**config.mk**
```make
export PLATFORM = sky130hd
export DESIGN_NAME = cfw_top
export DESIGN_NICKNAME = d
export VERILOG_FILES = /design/src/include/cfw_pkg.sv /design/src/hw/cfw_top.sv
export SDC_FILE = /design/constraint.sdc
export NUM_CORES = 1
export LEC_CHECK = 0
export BUFFER_PORTS_ARGS = -buffer_cell sky130_fd_sc_hd__buf_2
export CAP_MARGIN = 20
export CORE_MARGIN = 2
export CORE_UTILIZATION = 55
export DETAILED_ROUTE_END_ITERATION = 16
export GPL_TIMING_DRIVEN = 0
export PLACE_DENSITY_LB_ADDON = 0.25
export SLEW_MARGIN = 10
export SYNTH_ARGS = -nofsm -noshare
export SYNTH_HDL_FRONTEND = slang
export SYNTH_SLANG_ARGS = --single-unit
```
**constraint.sdc**
```tcl
create_clock -name I_CLK_SYS -period 3.2 [get_ports I_CLK_SYS]
set_clock_uncertainty 0.15 [all_clocks]
set_input_delay 0 -clock I_CLK_SYS [delete_from_list [all_inputs] [get_ports I_CLK_SYS]]
set_output_delay 0 -clock I_CLK_SYS [all_outputs]
set_load 0.03 [all_outputs]
```
**src/include/cfw_pkg.sv**
```systemverilog
// Purpose: constants and types for the configuration write handler
// Assumes: one request byte per strobe, frame end flagged by the line receiver
// Notes:   offsets are byte positions within a received request frame
// =====================================================================
// Summary of operation
// - function code 0x15 means write one integer or float value
// - configuration writes go to nonvolatile store, override writes to volatile
// - digital configuration items carry integer data, chosen by tag number
// - tags 0x01-0x7d are float; 0x80-0xd7 and 0xff are integer
// - field order address, code, count, type, file, register, count, data, crc
// - a good write is answered by echoing the request
// - infrared frames get three 0xc0 bytes before and one 0xff after
// - reference type must be 0x06
// - only file number 3, the value register, is accepted
// - tag 0x7d computer setpoint is an unlimited volatile override
// - exactly one parameter per write request
// - float write uses register count 0002 and four data bytes msb first
// - register count 0001 for integer, 0002 for float
// - integers sixteen bits high byte first, floats ieee 32-bit
package cfw_pkg;
  // =================================================================
  // field values
  localparam logic [7:0]  FC_WRITE      = 8'h15;
  localparam logic [7:0]  BC_FLOAT      = 8'h0b;
  localparam logic [7:0]  BC_INT        = 8'h09;
  localparam logic [7:0]  REF_TYPE      = 8'h06;
  localparam logic [15:0] FILE_VALUE    = 16'h0003;
  localparam logic [15:0] CNT_INT       = 16'h0001;
  localparam logic [15:0] CNT_FLOAT     = 16'h0002;
  localparam logic [7:0]  TAG_FLOAT_LO  = 8'h01;
  localparam logic [7:0]  TAG_FLOAT_HI  = 8'h7d;
  localparam logic [7:0]  TAG_INT_LO    = 8'h80;
  localparam logic [7:0]  TAG_INT_HI    = 8'hd7;
  localparam logic [7:0]  TAG_INT_XTRA  = 8'hff;
  localparam logic [7:0]  TAG_OVR_SP    = 8'h7d;
  localparam logic [7:0]  IR_BOF        = 8'hc0;
  localparam logic [7:0]  IR_EOF        = 8'hff;
  localparam logic [4:0]  IR_BOF_NUM    = 5'h03;
  // =================================================================
  // byte positions and lengths
  localparam int          POS_ADDR      = 0;
  localparam int          POS_FC        = 1;
  localparam int          POS_BC        = 2;
  localparam int          POS_REF       = 3;
  localparam int          POS_FILE      = 4;
  localparam int          POS_REG       = 6;
  localparam int          POS_CNT       = 8;
  localparam int          POS_DATA      = 10;
  localparam logic [4:0]  LEN_FLOAT     = 5'h10;
  localparam logic [4:0]  LEN_INT       = 5'h0e;
  localparam int          BUF_DEPTH     = 17;
  // =================================================================
  // crc and reset values
  localparam logic [15:0] CRC_INIT      = 16'hffff;
  localparam logic [15:0] CRC_POLY      = 16'ha001;
  localparam logic [31:0] OVR_RST       = 32'h0000_0000;

  typedef enum logic [1:0] {
    ST_IDLE = 2'b00,
    ST_RECV = 2'b01,
    ST_SEND = 2'b11
  } cfw_state_e;

  typedef struct packed {
    logic [7:0]  tag;
    logic        is_float;
    logic [31:0] value;
  } cfw_nvwr_s;
endpackage

```
**src/hw/cfw_top.sv**
```systemverilog
// Purpose: write-configuration request interpreter, slave side
// Assumes: byte strobes and frame end come from logic on I_CLK_SYS
// Notes:   half duplex; bytes arriving while answering are dropped
`timescale 1ns/100ps
module cfw_top (
  // clock and reset
  input  wire logic             I_CLK_SYS,
  input  wire logic             I_RST,
  // configuration
  input  wire logic [7:0]       I_SLAVE_ADDR,
  input  wire logic             I_IR_MODE,
  // receive byte stream
  input  wire logic             I_RX_VALID,
  input  wire logic [7:0]       I_RX_DATA,
  input  wire logic             I_RX_END,
  // transmit byte stream
  input  wire logic             I_TX_READY,
  output logic                  O_TX_VALID,
  output logic [7:0]            O_TX_DATA,
  // nonvolatile write port
  output logic                  O_NV_WR,
  output cfw_pkg::cfw_nvwr_s    O_NV_REQ,
  // volatile override and status
  output logic [31:0]           O_OVR_SETPOINT,
  output logic                  O_BUSY
);
  // =================================================================
  // state
  cfw_pkg::cfw_state_e state_ff;
  logic [7:0]          buf_ff [cfw_pkg::BUF_DEPTH];
  logic [4:0]          cnt_ff;
  logic [15:0]         crc_ff;
  logic                ovf_ff;
  logic                ir_ff;
  logic [4:0]          tx_pos_ff;
  logic                tx_valid_ff;
  logic [7:0]          tx_data_ff;
  logic                nv_wr_ff;
  cfw_pkg::cfw_nvwr_s  nv_req_ff;
  logic [31:0]         ovr_ff;
  logic                busy_ff;

  function automatic logic [15:0] crc_byte(input logic [15:0] c, input logic [7:0] d);
    logic [15:0] r;
    r = c ^ {8'h00, d};
    for (int i = 0; i < 8; i++) begin
      r = r[0] ? ((r >> 1) ^ cfw_pkg::CRC_POLY) : (r >> 1);
    end
    return r;
  endfunction

  // =================================================================
  // request decode
  logic       is_float;
  logic [4:0] exp_len;
  logic [7:0] tag;
  logic       tag_float;
  logic       tag_int;
  logic       frame_ok;
  logic       rx_take;
  logic       rx_skip;

  assign is_float  = (buf_ff[cfw_pkg::POS_BC] == cfw_pkg::BC_FLOAT);
  // length is known once the byte count is in; the float length bounds the crc window
  assign exp_len   = (cnt_ff > 5'h02 && !is_float) ? cfw_pkg::LEN_INT : cfw_pkg::LEN_FLOAT;
  assign tag       = buf_ff[cfw_pkg::POS_REG+1];
  assign tag_float = tag >= cfw_pkg::TAG_FLOAT_LO && tag <= cfw_pkg::TAG_FLOAT_HI;
  assign tag_int   = (tag >= cfw_pkg::TAG_INT_LO && tag <= cfw_pkg::TAG_INT_HI)
                     || tag == cfw_pkg::TAG_INT_XTRA;

  always_comb begin
    frame_ok = !ovf_ff
      && (cnt_ff == (ir_ff ? exp_len + 5'h01 : exp_len))
      && (!ir_ff || buf_ff[exp_len] == cfw_pkg::IR_EOF)
      && crc_ff == 16'h0000
      && buf_ff[cfw_pkg::POS_ADDR] == I_SLAVE_ADDR
      && buf_ff[cfw_pkg::POS_FC] == cfw_pkg::FC_WRITE
      && buf_ff[cfw_pkg::POS_REF] == cfw_pkg::REF_TYPE
      && {buf_ff[cfw_pkg::POS_FILE], buf_ff[cfw_pkg::POS_FILE+1]}
         == cfw_pkg::FILE_VALUE
      && buf_ff[cfw_pkg::POS_REG] == 8'h00;
    if (is_float) begin
      frame_ok = frame_ok && tag_float
        && {buf_ff[cfw_pkg::POS_CNT], buf_ff[cfw_pkg::POS_CNT+1]} == cfw_pkg::CNT_FLOAT;
    end else begin
      frame_ok = frame_ok && tag_int
        && buf_ff[cfw_pkg::POS_BC] == cfw_pkg::BC_INT
        && {buf_ff[cfw_pkg::POS_CNT], buf_ff[cfw_pkg::POS_CNT+1]} == cfw_pkg::CNT_INT;
    end
  end

  // leading begin-of-frame bytes on the infrared port are not part of the request
  assign rx_skip = ir_ff && cnt_ff == 5'h00 && I_RX_DATA == cfw_pkg::IR_BOF;
  assign rx_take = I_RX_VALID && state_ff != cfw_pkg::ST_SEND && !rx_skip;

  // =================================================================
  // sequencing
  logic tx_last;
  assign tx_last = tx_pos_ff == (ir_ff ? exp_len + cfw_pkg::IR_BOF_NUM + 5'h01 : exp_len);

  always_ff @(posedge I_CLK_SYS or posedge I_RST) begin
    if (I_RST) begin
      state_ff <= cfw_pkg::ST_IDLE;
      busy_ff  <= 1'b0;
    end else begin
      case (state_ff)
        cfw_pkg::ST_IDLE: begin
          if (rx_take) begin
            state_ff <= cfw_pkg::ST_RECV;
          end
        end
        cfw_pkg::ST_RECV: begin
          if (I_RX_END) begin
            state_ff <= frame_ok ? cfw_pkg::ST_SEND : cfw_pkg::ST_IDLE;
            busy_ff  <= frame_ok;
          end
        end
        cfw_pkg::ST_SEND: begin
          if (tx_last && (!tx_valid_ff || I_TX_READY)) begin
            state_ff <= cfw_pkg::ST_IDLE;
            busy_ff  <= 1'b0;
          end
        end
        default: begin
          state_ff <= cfw_pkg::ST_IDLE;
          busy_ff  <= 1'b0;
        end
      endcase
    end
  end

  // mode is held per frame so a change mid-frame cannot split framing
  always_ff @(posedge I_CLK_SYS or posedge I_RST) begin
    if (I_RST) begin
      ir_ff <= 1'b0;
    end else if (state_ff == cfw_pkg::ST_IDLE && !I_RX_VALID) begin
      ir_ff <= I_IR_MODE;
    end
  end

  // =================================================================
  // receive buffer and crc
  always_ff @(posedge I_CLK_SYS or posedge I_RST) begin
    if (I_RST) begin
      cnt_ff <= 5'h00;
      crc_ff <= cfw_pkg::CRC_INIT;
      ovf_ff <= 1'b0;
    end else if (state_ff == cfw_pkg::ST_IDLE && !rx_take) begin
      cnt_ff <= 5'h00;
      crc_ff <= cfw_pkg::CRC_INIT;
      ovf_ff <= 1'b0;
    end else if (rx_take && !(state_ff == cfw_pkg::ST_RECV && I_RX_END)) begin
      if (cnt_ff == 5'(cfw_pkg::BUF_DEPTH)) begin
        ovf_ff <= 1'b1;
      end else begin
        cnt_ff <= cnt_ff + 5'h01;
      end
      if (cnt_ff < exp_len) begin
        crc_ff <= crc_byte(crc_ff, I_RX_DATA);
      end
    end
  end

  always_ff @(posedge I_CLK_SYS) begin
    if (rx_take && cnt_ff < 5'(cfw_pkg::BUF_DEPTH)) begin
      buf_ff[cnt_ff] <= I_RX_DATA;
    end
  end

  // =================================================================
  // value writes
  always_ff @(posedge I_CLK_SYS or posedge I_RST) begin
    if (I_RST) begin
      nv_wr_ff  <= 1'b0;
      nv_req_ff <= '0;
      ovr_ff    <= cfw_pkg::OVR_RST;
    end else begin
      nv_wr_ff <= 1'b0;
      if (state_ff == cfw_pkg::ST_RECV && I_RX_END && frame_ok) begin
        if (tag == cfw_pkg::TAG_OVR_SP) begin
          // volatile, so no endurance limit applies
          ovr_ff <= {buf_ff[cfw_pkg::POS_DATA], buf_ff[cfw_pkg::POS_DATA+1],
                     buf_ff[cfw_pkg::POS_DATA+2], buf_ff[cfw_pkg::POS_DATA+3]};
        end else begin
          nv_wr_ff           <= 1'b1;
          nv_req_ff.tag      <= tag;
          nv_req_ff.is_float <= is_float;
          nv_req_ff.value    <= is_float
            ? {buf_ff[cfw_pkg::POS_DATA], buf_ff[cfw_pkg::POS_DATA+1],
               buf_ff[cfw_pkg::POS_DATA+2], buf_ff[cfw_pkg::POS_DATA+3]}
            : {16'h0000, buf_ff[cfw_pkg::POS_DATA], buf_ff[cfw_pkg::POS_DATA+1]};
        end
      end
    end
  end

  // =================================================================
  // echo transmitter
  logic [7:0] tx_byte;
  logic [4:0] tx_idx;
  always_comb begin
    tx_idx = ir_ff ? tx_pos_ff - cfw_pkg::IR_BOF_NUM : tx_pos_ff;
    if (ir_ff && tx_pos_ff < cfw_pkg::IR_BOF_NUM) begin
      tx_byte = cfw_pkg::IR_BOF;
    end else if (tx_idx < exp_len) begin
      tx_byte = buf_ff[tx_idx];
    end else begin
      tx_byte = cfw_pkg::IR_EOF;
    end
  end

  always_ff @(posedge I_CLK_SYS or posedge I_RST) begin
    if (I_RST) begin
      tx_pos_ff   <= 5'h00;
      tx_valid_ff <= 1'b0;
      tx_data_ff  <= 8'h00;
    end else if (state_ff != cfw_pkg::ST_SEND) begin
      tx_pos_ff   <= 5'h00;
      tx_valid_ff <= 1'b0;
    end else if (!tx_valid_ff || I_TX_READY) begin
      tx_valid_ff <= !tx_last;
      if (!tx_last) begin
        tx_data_ff <= tx_byte;
        tx_pos_ff  <= tx_pos_ff + 5'h01;
      end
    end
  end

  assign O_TX_VALID     = tx_valid_ff;
  assign O_TX_DATA      = tx_data_ff;
  assign O_NV_WR        = nv_wr_ff;
  assign O_NV_REQ       = nv_req_ff;
  assign O_OVR_SETPOINT = ovr_ff;
  assign O_BUSY         = busy_ff;

  // =================================================================
  // checks
  property p_nv_not_ovr;
    @(posedge I_CLK_SYS) disable iff (I_RST)
      O_NV_WR |-> O_NV_REQ.tag != cfw_pkg::TAG_OVR_SP;
  endproperty
  a_nv_not_ovr: assert property (p_nv_not_ovr)
    else $error("override tag went to nv store");

  property p_fc;
    @(posedge I_CLK_SYS) disable iff (I_RST)
      O_NV_WR |-> buf_ff[cfw_pkg::POS_FC] == cfw_pkg::FC_WRITE;
  endproperty
  a_fc: assert property (p_fc)
    else $error("write with wrong function code");

  property p_ref;
    @(posedge I_CLK_SYS) disable iff (I_RST)
      $rose(O_BUSY) |-> buf_ff[cfw_pkg::POS_REF] == 8'h06;
  endproperty
  a_ref: assert property (p_ref)
    else $error("accepted bad reference type");

  property p_file;
    @(posedge I_CLK_SYS) disable iff (I_RST)
      $rose(O_BUSY) |-> buf_ff[cfw_pkg::POS_FILE] == 8'h00
        && buf_ff[cfw_pkg::POS_FILE+1] == 8'h03;
  endproperty
  a_file: assert property (p_file)
    else $error("accepted bad file number");

  property p_float_cnt;
    @(posedge I_CLK_SYS) disable iff (I_RST)
      O_NV_WR && O_NV_REQ.is_float |-> buf_ff[cfw_pkg::POS_BC] == 8'h0b
        && buf_ff[cfw_pkg::POS_CNT+1] == 8'h02 && O_NV_REQ.tag <= 8'h7d;
  endproperty
  a_float_cnt: assert property (p_float_cnt)
    else $error("float write malformed");

  property p_ir_pre;
    @(posedge I_CLK_SYS) disable iff (I_RST)
      $rose(O_TX_VALID) && ir_ff |-> O_TX_DATA == 8'hc0;
  endproperty
  a_ir_pre: assert property (p_ir_pre)
    else $error("infrared echo lacks begin byte");

  property p_echo;
    @(posedge I_CLK_SYS) disable iff (I_RST)
      $rose(O_TX_VALID) && !ir_ff |-> O_TX_DATA == I_SLAVE_ADDR;
  endproperty
  a_echo: assert property (p_echo)
    else $error("echo does not start with address");

  property p_crc;
    @(posedge I_CLK_SYS) disable iff (I_RST)
      $rose(O_BUSY) |-> $past(crc_ff) == 16'h0000;
  endproperty
  a_crc: assert property (p_crc)
    else $error("answered a frame with bad crc");

  property p_ovr;
    @(posedge I_CLK_SYS) disable iff (I_RST)
      O_OVR_SETPOINT != $past(O_OVR_SETPOINT) |-> O_BUSY && !O_NV_WR && tag == 8'h7d;
  endproperty
  a_ovr: assert property (p_ovr)
    else $error("override changed without a setpoint write");
endmodule // cfw_top

```
==> impl_results.md <==
* Clock share of power at 30.5%
* H-Tree Depth at 2
* Core Util, Final at 68.6%
* First-pass GRT wire length at 69600 um
* Worst path cell trace: and4b_2 > nand2_4 > nand2_4 > inv_4 > ha_4 > and4b_1 > nand4_1 > nor3_1 > nand4_1 > or4_4 > buf_12 > buf_12 > mux2_4
* Number of antenna violations at the first check in global routing at 0
* Number of global-route vias before repair at 11400
* CTS buffer count at 39
* Die W at 175 um
* Fmax at 0.282 GHz
* Drt first-iter violations at 1355
* Gr usage total at 30.9%
* Critical path type: flop to flop
* Layout cells sized above 1 at 25.2%
* Core area at 28700 sq um
* Full die area at 30500 sq um
* Met2 Use GR at 48.0%
* Part of the power in combinational logic at 26.8%
* Worst Path Required at 3.47 ns
* Global routing usage on met1 at 42.4%
* Syn_area_per_cell at 12.9 sq um
* CTS root buffer: clkbuf_16
* Gate count after technology mapping at 1241
* Status: finished, violations left
* Height of the die at 175 um
* Largest net degree at the start of global routing at 90
* Initial Utilization at 55.9%
* Grt ovf at 0
* Standard-cell rows at 62
* # IOs at 106
* Clock Sink Count at 370
* DRT antenna net count at 0
* Final period util at 111%
* Drt first pass iters at 5
* Port bufs at 105
* Post-place setup slack at -1.46 ns
* CP Launch Type: flop
* Arrival time worst endpoint at 3.81 ns
* PD cells at 703 nW/um^2
* RSZ-0062 raised after global routing: yes
* P_sw at 4.39 mW
* Clk_lat worst skew at 0.55 ns
* Met3 usage at 6.92%
* Nets@finish at 1558
* Clock transition at path regs at 0.06 ns
* Drt drc at 0
* Crit path largest cell delay at 0.54 ns
* Synth warnings at 0
* Final Hold Fails at 0
* CP Max Fanout at 8
* Max Root-Sink Buffers at 3
* Cell family with most CP delay: simple AND/OR/NAND/NOR gates
* Crit. End Element: flop
* Setup violators final at 71
* Slowest stage cell on the critical path: or4_4
* Post-Syn Area at 16000 sq um
* Bufs and invs on worst path at 3
* P_int at 9.47 mW
* Post-synth EDFFs at 256
* Max Cap Viol at 0
* Peak supply drop at 492 uV
* Worst-Margin Slew at 0.848 ns
* Via count at 11700
* Switching part of the total power at 31.7%
* Relative slew slack at 43.5%
* Total Neg Setup Slack at -18.77 ns
* Failing checks: negative setup slack
* Main synth FF type: edfxtp_1
* Routed WL at 47000 um
* Area Overhead vs Synth at 22.8%
* Busiest layer in global routing: met2
* Max-slew violation count at 0
* Seq/Total Area, Yosys at 65.8%
* Seq pwr share at 42.8%
* Final WS setup at -0.340 ns
* Hold crit path type: input port to flop
* Min Tclk post-route at 3.54 ns
* GP Congestion at 1.02
* Asr flop ratio synth at 30.8%
* Hpwl dp at 31100 um
* Netlist cell types at 62
* Avg WL per Cell at 24.2 um
* Leakage at 8.07 nW
* Via density per instance at 6.04
* Synth Register Bits at 370
* CTS tree: done
-- power by group through the flow --
stage | registers [mW] | clock network (mW) | logic, mW
global placement | 6.00 | 0 | 3.11
global route | 5.96 | 4.45 | 3.97
detailed placement | 6.01 | 0 | 3.17
floorplan | 5.98 | 0 | 2.12
CTS | 5.92 | 4.25 | 3.51
finish | 5.93 | 4.22 | 3.71
-- through the flow --
stage          instances  total power, mW  hold slack (ns)  area [sq um]
2_1_floorplan       1336             8.10          -0.0511         16400
3_3_place_gp        1825             9.11           0.0834         17400
3_5_place_dp        1826             9.18           -0.165         17500
4_1_cts             1938             13.7           0.0282         19500
5_1_grt             1941             14.4           0.0756         19700
6_report            1942             13.9           0.0634         19700
-- registers in the layout, indices dropped and copies added, names as in the netlist --
name            cells
tx_pos_ff           5
O_OVR_SETPOINT     32
cnt_ff              5
O_NV_WR             1
buf_ff            256
ovf_ff              1
O_NV_REQ           41
O_TX_VALID          1
crc_ff             16
O_TX_DATA           8
state_ff            2
ir_ff               1
O_BUSY              1
-- cells by family (layout without fill, tap and decap cells) --
group	count (synthesis)	in the layout	share of synthesized area, %
AND/OR/NAND/NOR	483	483	14.1
flip-flops	370	370	65.8
AO/OA/AOI/OAI	159	159	7.04
multiplexers	94	94	7.55
buffers and inverters	81	302	2.18
XOR/XNOR	43	43	2.53
adder cells (fa/ha/maj)	10	10	0.780
other	1	97	0.0234
-- Yosys cell counts (13+ instances only) --
| cell | count | share of area [%] |
|---|---|---|
| edfxtp_1 | 256 | 48 |
| nand2_1 | 256 | 6.0 |
| dfrtp_1 | 98 | 15 |
| nor2_1 | 51 | 1.2 |
| nand3_1 | 45 | 1.4 |
| clkbuf_1 | 42 | 0.98 |
| mux2_2 | 40 | 2.8 |
| o21ai_0 | 40 | 1.2 |
| and3_1 | 35 | 1.4 |
| mux2i_1 | 28 | 1.7 |
| xnor2_1 | 26 | 1.4 |
| a211oi_1 | 23 | 1.1 |
| a21oi_1 | 22 | 0.69 |
| nor4_1 | 20 | 0.78 |
| buf_2 | 19 | 0.59 |
| nand4_1 | 19 | 0.74 |
| dfstp_2 | 16 | 2.6 |
| xor2_1 | 15 | 0.82 |
| a311oi_1 | 14 | 0.76 |
| mux2_4 | 14 | 1.3 |
| inv_1 | 13 | 0.30 |
-- worst register-to-register path, cell delays in order (launching register included) --
cell      delay, ns
edfxtp_1       0.50
and4b_2        0.38
nand2_4        0.07
nand2_4        0.10
inv_4          0.04
ha_4           0.25
and4b_1        0.18
nand4_1        0.11
nor3_1         0.21
nand4_1        0.28
or4_4          0.54
buf_12         0.17
buf_12         0.15
mux2_4         0.30
-- placed cells by master (no fill, tap or decap), types with 12 or more instances in the layout --
master	synthesis	routed
xnor2_1	26	26
nand3_1	45	45
clkbuf_1	42	30
nor4_1	20	18
a311oi_1	14	13
dfstp_2	16	16
o21ai_0	40	28
nor2_2	1	16
mux2_4	14	46
dfrtp_1	98	95
nand4_1	19	19
xor2_1	15	12
a21oi_1	22	22
buf_4	0	19
mux4_2	12	12
conb_1	1	96
buf_2	19	117
nand2_1	256	247
mux2i_1	28	27
clkbuf_2	0	16
nor2_1	51	35
a211oi_1	23	23
clkbuf_16	0	41
dlygate4sd3_1	0	15
edfxtp_1	256	256
and3_1	35	35
-- worst paths after layout --
path / endpoint / cells past startpoint / slack (ns) / startpoint
min: O_NV_WR$_DFF_PP0_ / 6 / 0.06 / I_SLAVE_ADDR[5]
max in group asynchronous: O_OVR_SETPOINT[10]$_DFFE_PP0P_ / 5 / 1.72 / I_RST
max: O_NV_REQ[10]$_DFFE_PP0P_ / 13 / -0.34 / buf_ff[2][2]$_DFFE_PP_
min reg2reg: O_NV_REQ[34]$_DFFE_PP0P_ / 2 / 0.33 / O_NV_REQ[34]$_DFFE_PP0P_
min in group asynchronous: tx_pos_ff[3]$_DFFE_PP0P_ / 4 / 0.43 / I_RST
max reg2reg: O_NV_REQ[10]$_DFFE_PP0P_ / 13 / -0.34 / buf_ff[2][2]$_DFFE_PP_
-- area by class of cell --
class / instances / area [sq um]
multi-input combinational: 885 / 5910
fill: 2091 / 9000
inverter: 14 / 60.1
antenna: 1 / 2.50
clock buffer: 55 / 1090
clock inverter: 17 / 103
sequential: 370 / 10600
tap: 384 / 480
buffer: 65 / 438
timing repair buffer: 151 / 1060
-- metal layers --
layer  part of all wire (%)  wire [um]
met5                      0          0
met4                    5.1       2410
met3                     11       5110
met2                     45      21400
met1                     39      18100
-- timing repair --
| action | 4_1_cts | 5_1_grt |
|---|---|---|
| pin swaps | 12 | 10 |
| hold endpoints to repair | 377 | 0 |
| resized for setup | 117 | 73 |
| setup endpoints to repair | 82 | 193 |
| hold buffers | 15 | 0 |
| gates cloned | 5 | 0 |
| setup buffers | 21 | 6 |
Power figures use the tool's default switching activity.
